## src/core/dbss_pkg.sv

```systemverilog
// Purpose: Shared constants and types of the brake and stop sequencer
// Assumes: 10 MHz clock, voltages in volts, speed in rpm, current limit in 0.1 A
// Notes: Supply class 0/1/2 selects the 230/400/480 V threshold sets
package dbss_pkg;
   localparam int unsigned CLK_HZ = 10_000_000;
   localparam int unsigned DISABLE_DELAY_MS = 100;
   localparam int unsigned SETPOINT_RAMP_MS = 10;
   localparam int unsigned EMERGENCY_TIMEOUT_MS = 5000;
   localparam int unsigned DISABLE_DELAY_CYC = CLK_HZ / 1000 * DISABLE_DELAY_MS;
   localparam int unsigned SETPOINT_RAMP_CYC = CLK_HZ / 1000 * SETPOINT_RAMP_MS;
   localparam int unsigned EMERGENCY_TIMEOUT_CYC = CLK_HZ / 1000 * EMERGENCY_TIMEOUT_MS;
   localparam logic [15:0] BRAKE_SPEED_RPM = 16'h0005;
   localparam logic [15:0] PHASE_LOSS_ILIM_DA = 16'h0028;
   localparam logic [15:0] ILIM_FULL = 16'hffff;
   localparam logic [15:0] SETPOINT_RST = 16'h0000;
   // Supply class: 0 = 3x230 V, 1 = 3x400 V, 2 = 3x480 V
   localparam logic [15:0] REGEN_ON_V0 = 16'h0190;
   localparam logic [15:0] REGEN_ON_V1 = 16'h02d0;
   localparam logic [15:0] REGEN_ON_V2 = 16'h0348;
   localparam logic [15:0] REGEN_OFF_V0 = 16'h017c;
   localparam logic [15:0] REGEN_OFF_V1 = 16'h02a8;
   localparam logic [15:0] REGEN_OFF_V2 = 16'h0320;
   localparam logic [15:0] OVERVOLT_V0 = 16'h01c2;
   localparam logic [15:0] OVERVOLT_V1 = 16'h0320;
   localparam logic [15:0] OVERVOLT_V2 = 16'h0384;
   typedef enum logic [1:0] {DBSS_RUN, DBSS_DELAY, DBSS_COAST, DBSS_HELD} dbss_state_t;
endpackage

```

## src/core/dbss_regen_if.sv

```systemverilog
// Purpose: Carrier between sequencer and regen/overvoltage checker
// Assumes: Single clock domain
// Notes: Thresholds travel already chosen by supply class
`timescale 1ns/1ps
`default_nettype none
interface dbss_regen_if;
   logic [15:0] bus_voltage;
   logic [15:0] on_level;
   logic [15:0] off_level;
   logic [15:0] ov_level;
   logic power_exceeded;
   logic bus_check;
   logic regen_on;
   logic power_flag;
   logic overvolt;
   modport checker_side (input bus_voltage, on_level, off_level, ov_level, power_exceeded,
      bus_check, output regen_on, power_flag, overvolt);
   modport seq_side (output bus_voltage, on_level, off_level, ov_level, power_exceeded,
      bus_check, input regen_on, power_flag, overvolt);
endinterface
`default_nettype wire

```

## src/core/dbss_regen.sv

```systemverilog
// Purpose: Regen resistor hysteresis switch and periodic overvoltage check
// Assumes: Bus voltage already synchronous to clk
// Notes: Power flag and overvoltage latch until reset
`timescale 1ns/1ps
`default_nettype none
module dbss_regen (
   // Clock and reset
   input wire logic clk,
   input wire logic reset_n,
   // Sequencer side
   dbss_regen_if.checker_side rg
);
   import dbss_pkg::*;
   logic regen_r, regen_nxt;
   logic power_r, ov_r;
   wire logic at_on = rg.bus_voltage >= rg.on_level;
   wire logic at_off = rg.bus_voltage <= rg.off_level;
   assign regen_nxt = (power_r || rg.power_exceeded) ? 1'b0 :
      at_on ? 1'b1 :
      at_off ? 1'b0 : regen_r;
   always_ff @(posedge clk) begin
      if (!reset_n) begin
         regen_r <= 1'b0;
         power_r <= 1'b0;
         ov_r <= 1'b0;
      end else begin
         regen_r <= regen_nxt;
         power_r <= power_r | rg.power_exceeded;
         // Checked only on the periodic strobe, not every cycle
         if (rg.bus_check && rg.bus_voltage >= rg.ov_level) begin
            ov_r <= 1'b1;
         end
      end
   end
   assign rg.regen_on = regen_r;
   assign rg.power_flag = power_r;
   assign rg.overvolt = ov_r;
endmodule // dbss_regen
`default_nettype wire

```

## src/core/dbss_top.sv

```systemverilog
// Purpose: Holding-brake, stop-response and supply fault sequencer of a servo drive
// Assumes: Digital speed and bus voltage words from a converter on this clock
//          Only the two controller pins need synchronising
// Notes: Faults latch until reset_n; the restart lock is outside this block
//        With brake selected, enable removal keeps the stage on until the brake engages
//        The emergency timeout is counted from enable removal
// Function
// - Brake sequencing runs only with brake selected, otherwise the brake output stays off.
// - Enable removal with brake starts controlled braking with a 10 ms setpoint ramp to zero; the 100 ms disable delay applies only without brake.
// - Brake engages at 5 rpm or after the 5 s emergency timeout, whichever comes first.
// - Regen resistor switches on at the upper level of the supply class.
// - Regen resistor switches off at the lower level, giving hysteresis.
// - Excess brake power sets a status and stops regen switching.
// - Periodic bus check at 450/800/900 V disables the stage and reports overvoltage.
// - Ready contact opens together with the overvoltage shutdown.
// - Fault setting at 0, and stop setting at 0 without brake selected, let the motor coast without controlled braking.
// - Stop and fault settings at 1 brake the motor in a controlled way.
// - Phase loss warning mode raises a warning, limits current to 4 A, stays enabled.
// - Warning mode shows mains-ready error on an output for the controller to act on.
// - Phase loss error mode reports, disables, opens ready and uses the emergency ramp when the fault setting is 1.
// - Undervoltage reports an error and responds per the fault setting; the stop setting has no effect on it.
// - With brake selected, enable removal starts electrical braking before the brake engages.
`timescale 1ns/1ps
`default_nettype none
module dbss_top (
   // Clock and reset
   input wire logic clk,
   input wire logic reset_n,
   // Controller pins, asynchronous
   input wire logic enable_pin,
   input wire logic phase_loss_pin,
   // Configuration
   input wire logic brake_select,
   input wire logic stop_response_setting,
   input wire logic fault_response_setting,
   input wire logic phase_loss_response_mode,
   input wire logic [1:0] supply_class,
   // Measurements
   input wire logic [15:0] speed_rpm,
   input wire logic [15:0] speed_cmd,
   input wire logic [15:0] bus_voltage,
   input wire logic [15:0] undervolt_level,
   input wire logic bus_check,
   input wire logic power_exceeded,
   // Drive outputs
   output logic [15:0] speed_setpoint,
   output logic [15:0] current_limit,
   output logic stage_enable,
   output logic controlled_brake,
   output logic brake_out,
   output logic regen_on,
   output logic ready_contact,
   // Status
   output logic power_exceeded_status,
   output logic overvoltage_fault,
   output logic undervoltage_fault,
   output logic phase_loss_error,
   output logic phase_loss_warning,
   output logic mains_ready_error
);
   import dbss_pkg::*;
   dbss_regen_if rg();
   dbss_state_t state_r, state_nxt;
   logic en_s1_r, en_s2_r;
   logic pl_s1_r, pl_s2_r;
   logic [25:0] delay_cnt_r, delay_cnt_nxt;
   logic [25:0] emrg_cnt_r, emrg_cnt_nxt;
   logic [15:0] setpoint_r, setpoint_nxt;
   logic [15:0] ramp_step_r;
   logic brake_r, brake_nxt;
   logic uv_r, ple_r, plw_r;
   // Two-stage synchronisers; stage one is read only by stage two
   always_ff @(posedge clk) begin
      if (!reset_n) begin
         en_s1_r <= 1'b0;
         en_s2_r <= 1'b0;
         pl_s1_r <= 1'b0;
         pl_s2_r <= 1'b0;
      end else begin
         en_s1_r <= enable_pin;
         en_s2_r <= en_s1_r;
         pl_s1_r <= phase_loss_pin;
         pl_s2_r <= pl_s1_r;
      end
   end
   // Threshold selection by supply class; class 3 falls back to the lowest set
   wire logic cls_mid = supply_class == 2'h1;
   wire logic cls_high = supply_class == 2'h2;
   assign rg.bus_voltage = bus_voltage;
   assign rg.on_level = cls_high ? REGEN_ON_V2 :
      cls_mid ? REGEN_ON_V1 : REGEN_ON_V0;
   assign rg.off_level = cls_high ? REGEN_OFF_V2 :
      cls_mid ? REGEN_OFF_V1 : REGEN_OFF_V0;
   assign rg.ov_level = cls_high ? OVERVOLT_V2 :
      cls_mid ? OVERVOLT_V1 : OVERVOLT_V0;
   assign rg.power_exceeded = power_exceeded;
   assign rg.bus_check = bus_check;
   // Regen switching and the overvoltage check live in their own module
   dbss_regen u_regen (
      .clk(clk),
      .reset_n(reset_n),
      .rg(rg)
   );
   // Fault classification
   wire logic pl_err_ev = pl_s2_r && phase_loss_response_mode;
   wire logic pl_warn_ev = pl_s2_r && !phase_loss_response_mode;
   wire logic uv_ev = bus_voltage < undervolt_level;
   // Overvoltage always drops the stage at once; other faults follow the fault setting
   wire logic hard_fault = rg.overvolt;
   wire logic soft_fault = ple_r || uv_r;
   wire logic fault_any = hard_fault || soft_fault;
   wire logic fault_brake = soft_fault && fault_response_setting;
   wire logic stop_req = !en_s2_r || soft_fault;
   wire logic resume = en_s2_r && !fault_any;
   wire logic controlled = soft_fault ? fault_brake :
      (stop_response_setting || brake_select);
   wire logic delay_done = delay_cnt_r >= 26'(DISABLE_DELAY_CYC - 1);
   wire logic speed_low = speed_rpm <= BRAKE_SPEED_RPM;
   wire logic emrg_done = emrg_cnt_r >= 26'(EMERGENCY_TIMEOUT_CYC - 1);
   // The brake waits for low speed or the timeout, not for the end of the delay
   wire logic engage = speed_low || emrg_done;
   wire logic brake_done = brake_select && engage;
   wire logic coast_done = !brake_select && delay_done;
   // Sequencer
   always_comb begin
      state_nxt = state_r;
      case (state_r)
         DBSS_RUN: begin
            // A hard fault with brake selected clamps the brake at once
            if (hard_fault) begin
               state_nxt = brake_select ? DBSS_HELD : DBSS_COAST;
            end else if (stop_req) begin
               state_nxt = controlled ? DBSS_DELAY : DBSS_COAST;
            end
         end
         DBSS_DELAY: begin
            // Hard fault ends braking at once; the stage is already dropped
            if (hard_fault) begin
               state_nxt = brake_select ? DBSS_HELD : DBSS_COAST;
            end else if (brake_done) begin
               state_nxt = DBSS_HELD;
            end else if (coast_done) begin
               state_nxt = DBSS_COAST;
            end
         end
         DBSS_COAST: begin
            if (resume) begin
               state_nxt = DBSS_RUN;
            end
         end
         DBSS_HELD: begin
            if (resume) begin
               state_nxt = DBSS_RUN;
            end
         end
         default: state_nxt = DBSS_RUN;
      endcase
   end
   // Ramp from the value held at stop, reaching zero within the ramp time
   wire logic in_run = state_r == DBSS_RUN;
   wire logic in_delay = state_r == DBSS_DELAY;
   // Step rounds up in 32 bits so a large command still reaches zero in time
   wire logic [31:0] ramp_num = 32'(speed_cmd) + SETPOINT_RAMP_CYC - 32'h1;
   wire logic [31:0] ramp_quot = ramp_num / SETPOINT_RAMP_CYC;
   wire logic [15:0] ramp_down = (setpoint_r > ramp_step_r) ?
      setpoint_r - ramp_step_r : 16'h0000;
   assign delay_cnt_nxt = in_delay ? delay_cnt_r + 26'h1 : 26'h0;
   // Timeout runs from enable removal, so a stuck axis still gets its brake
   assign emrg_cnt_nxt = in_delay ? emrg_cnt_r + 26'h1 : 26'h0;
   // The ramp starts from the last command, not from zero
   assign setpoint_nxt = (state_nxt == DBSS_RUN) ? speed_cmd :
      (state_nxt != DBSS_DELAY) ? 16'h0000 :
      in_delay ? ramp_down : setpoint_r;
   // Brake is reached only through the delay or a hard fault
   assign brake_nxt = brake_select && (state_nxt == DBSS_HELD);
   always_ff @(posedge clk) begin
      if (!reset_n) begin
         state_r <= DBSS_COAST;
         delay_cnt_r <= 26'h0;
         emrg_cnt_r <= 26'h0;
         setpoint_r <= SETPOINT_RST;
         ramp_step_r <= 16'h0000;
         brake_r <= 1'b0;
      end else begin
         state_r <= state_nxt;
         delay_cnt_r <= delay_cnt_nxt;
         emrg_cnt_r <= emrg_cnt_nxt;
         setpoint_r <= setpoint_nxt;
         if (in_run) begin
            ramp_step_r <= ramp_quot[15:0];
         end
         brake_r <= brake_nxt;
      end
   end
   // Latched faults and the unlatched warning; a new event wins over nothing since only reset clears the two faults
   always_ff @(posedge clk) begin
      if (!reset_n) begin
         uv_r <= 1'b0;
         ple_r <= 1'b0;
         plw_r <= 1'b0;
      end else begin
         uv_r <= uv_r | uv_ev;
         ple_r <= ple_r | pl_err_ev;
         // Warning follows the pin, so the limit lifts by itself
         plw_r <= pl_warn_ev;
      end
   end
   assign speed_setpoint = setpoint_r;
   // Limit is in 0.1 A steps
   assign current_limit = plw_r ? PHASE_LOSS_ILIM_DA : ILIM_FULL;
   assign stage_enable = (in_run || in_delay) && !hard_fault;
   assign controlled_brake = in_delay;
   assign brake_out = brake_r;
   assign regen_on = rg.regen_on;
   assign ready_contact = !fault_any;
   assign power_exceeded_status = rg.power_flag;
   assign overvoltage_fault = rg.overvolt;
   assign undervoltage_fault = uv_r;
   assign phase_loss_error = ple_r;
   assign phase_loss_warning = plw_r;
   assign mains_ready_error = plw_r;
endmodule // dbss_top
`default_nettype wire

```

## config.mk

```make
export PLATFORM = sky130hd
export DESIGN_NAME = dbss_top
export DESIGN_NICKNAME = d
export VERILOG_FILES = /design/src/core/dbss_pkg.sv /design/src/core/dbss_regen_if.sv /design/src/core/dbss_regen.sv /design/src/core/dbss_top.sv
export SDC_FILE = /design/constraint.sdc
export NUM_CORES = 1
export LEC_CHECK = 0
export BUFFER_PORTS_ARGS = -buffer_cell sky130_fd_sc_hd__buf_4
export CAP_MARGIN = 20
export CORE_MARGIN = 1
export CORE_UTILIZATION = 25
export CTS_CLUSTER_DIAMETER = 30
export DETAILED_ROUTE_END_ITERATION = 16
export SETUP_SLACK_MARGIN = 0.02
export SYNTH_ARGS = -nofsm -noshare
export SYNTH_HDL_FRONTEND = slang
export SYNTH_SLANG_ARGS = --single-unit
```

## constraint.sdc

```tcl
create_clock -name clk -period 7.4 [get_ports clk]
set_input_delay 1.48 -clock clk [delete_from_list [all_inputs] [get_ports clk]]
set_output_delay 1.48 -clock clk [all_outputs]
set_load 0.01 [all_outputs]
```

==> impl_metrics.py <==
metrics = {
    "yosys": {
        "synthFlopType": "dfxtp_1",
        "synth_edf_count": 0,
        "yosys.area.top_type_share": 0.316,
        "synth_area_per_cell_um2": 8.03,
        "synth_area_leaders": "dfxtp_1 32%, ha_1 8.8%, nor2_1 6.5%, xor2_1 5.2%, nand2_1 3.3%",
        "netlist_instances": 655,
        "synth_common_cells": "91 x nor2_1, 83 x dfxtp_1, 46 x nand2_1, 38 x inv_1, 37 x ha_1",
        "yosys_warnings": 0,
        "synthArstFlopShare": 0,
        "synth_most_common_cell": "nor2_1",
        "seq_area_frac_synth": 0.316,
        "ys_seq_elements": 83,
        "ys_types": 73,
        "yosysTopAreaCell": "dfxtp_1",
        "synth.cell_area_um2": 5260,
    },
    "power": {
        "ir_worst_vdd_mv": 0.110,
        "p_per_area_nw_per_um2": 161,
        "p_leak_nw": 2.64,
    },
    "min_path": {
        "holdCritPathClass": "flip-flop to flip-flop",
    },
    "grt": {
        "grt_pass1_wl_mm": 22.4,
        "grt_overflow": 0,
        "first_global_vias": 4439,
        "antenna_found_initial": 0,
        "grt_start_max_net_pins": 51,
        "grt_usage": 0.129,
    },
    "critical_path": {
        "start_kind": "input port",
        "crit_type": "input port to flip-flop",
        "reg2reg_slack_ps": 4170,
        "crit_path_end": "speed_setpoint[10]",
        "cp-end-kind": "flip-flop",
        "reg2reg_depth": 7,
        "timing.rr.end": "speed_setpoint[10]",
        "max_stage_delay_ps": 730,
        "cp_data_required_time_ps": 7640,
        "path_delay_family": "compound AO/OA/AOI/OAI gates",
        "worst-path-buf-inv": 1,
        "worstPathArrival_ps": 4060,
        "cp_cell_sequence": "buf_4 -> nor2_1 -> or3_1 -> a311oi_1 -> a31oi_4 -> o21ai_1 -> a21oi_1 -> o32ai_1",
        "crit_path_start": "brake_select",
        "slowest_stage": "o21ai_1",
        "rr_startpoint": "undervoltage_fault",
        "cp_max_fo": 11,
        "path_depth": 8,
    },
    "cells_and_area": {
        "final-seq-area_um2": 1660,
        "final_core_util": 0.321,
        "nFillCells": 2201,
        "layout.nets": 859,
        "areaGrowthSynthToFinish_pct": 24.8,
        "diodes": 0,
        "drive_above_1_share": 0.188,
        "multi_input_area_um2": 3250,
    },
    "clock_tree": {
        "cts_resized": 0,
        "holdBufCountCts": 0,
        "post_cts_buffers": 0,
        "clock_latency_ps": 340,
        "tritoncts": "yes",
        "clock-root-buffer": "clkbuf_16",
        "path_clk_slew_ps": 60,
        "htree_levels": 3,
        "numCtsBuffers": 9,
        "clockBufferDepth": 2,
        "cts.sinks": 83,
    },
    "routing": {
        "drc": 0,
        "first_iter_violations": 285,
        "wl_per_cell_um": 13.4,
        "via_per_inst": 4.80,
        "dr.pass1.iters": 5,
        "detailroute.via_count": 4893,
        "drt.antenna.violating_nets": 0,
        "routed_wl_mm": 13.7,
    },
    "sta": {
        "timing_hold_violations_final": 0,
        "fin_crit_ps": 3820,
        "worst_pin_slew_ps": 933,
        "fmax_mhz": 262,
        "setup_tns_ps": 0,
        "slew_violations": 0,
        "finalSetupViolations": 0,
        "relSlewSlack": 0.375,
        "finClkSkew_ps": 8.67,
        "rsz0062_at_grt": "no",
        "finalCritPeriodShare": 0.516,
    },
    "floorplan": {
        "die_y_um": 147,
        "core_um2": 20400,
        "initial_core_util": 0.257,
        "rows": 52,
        "io_pins": 119,
        "die_area_um2": 21600,
        "die_width_um": 147,
    },
    "place": {
        "dpl.hpwl_mm": 10.4,
        "io_buffers": 115,
        "gp_congestion": 0.812,
    },
    "outcome": {
        "status": "complete, no violations",
    },
    "run": {
        "maxCapViolCount": 0,
    },
}
[logic make-up after synthesis]
group | share of synthesized area
AOI/OAI and AO/OA | 0.167
DFF | 0.316
xor gates and xnor gates | 0.0799
adders and majority gates | 0.0918
muxes | 0.00381
other | 0.000713
and+or+nand+nor | 0.273
buffers and inverters | 0.0673
[layout by cell type (no fill, tap or decap), types with 17 or more instances in the layout]
master   Yosys  final
nand3_1     34     34
ha_1        37     37
xor2_1      31     31
a21oi_1     27     27
inv_1       38     38
dfxtp_1     83     83
buf_4       16    116
nor3_1      18     17
nand2_1     46     45
xnor2_1     17     17
nor2_1      91     91
[worst reg2reg max path: cells and delay by family, from the launching register on]
family | cells | cell delay [ps]
AND/OR/NAND/NOR | 2 | 640
flip-flops | 1 | 390
AO/OA/AOI/OAI | 5 | 2120
[area by class of cell]
| type | instances | share of cell area |
|---|---|---|
| inverters | 38 | 0.0217 |
| clock buffers | 13 | 0.0397 |
| flip-flops and latches | 83 | 0.253 |
| well taps | 270 | 0.0515 |
| repair buffers | 116 | 0.133 |
| multi-input cells | 497 | 0.496 |
| clock inverters | 2 | 0.00534 |
[power by group]
part / switching [mW] / internal [mW] / total, mW
Sequential: 0.00692 / 0.452 / 0.459
Clock: 0.173 / 0.278 / 0.451
Combinational: 0.0785 / 0.0717 / 0.150
[registers in the layout, summed over array words and instances, names as in the netlist, 2 cells and up]
signal and cells:
state_r 2, speed_setpoint 16, delay_cnt_r 26, ramp_step_r 2, emrg_cnt_r 26
[worst min-delay path by stage]
stage                    from  slack [ps]             end  cells past startpoint
4_1_cts               pl_s1_r         440         pl_s2_r                      1
6_report              pl_s1_r         440         pl_s2_r                      1
5_1_grt        delay_cnt_r[0]         460  delay_cnt_r[0]                      1
3_3_place_gp          pl_s1_r         410         pl_s2_r                      1
2_1_floorplan         en_s1_r         410         en_s2_r                      1
3_5_place_dp          pl_s1_r         430         pl_s2_r                      1
[per-layer routing]
layer | vias up | global-route usage | wire length (µm)
met4 | 0 | 0.0376 | 152
met5 | - | 0 | 0
met3 | 13 | 0.0292 | 759
li1 | 2501 | - | -
met1 | 2227 | 0.176 | 6720
met2 | 152 | 0.203 | 6020
[per-stage QoR]
step           instances  hold slack [ps]  setup WS [ps]  instance area [µm²]  power, mW
5_1_grt             1019              464           3440                 6560       1.11
4_1_cts             1019              443           3660                 6560       1.08
6_report            1019              436           3580                 6560       1.06
3_5_place_dp        1004              430           3300                 6270      0.619
3_3_place_gp        1004              414           3330                 6270      0.617
2_1_floorplan        656              412           4000                 5260      0.551
Power figures use the tool's default switching activity.
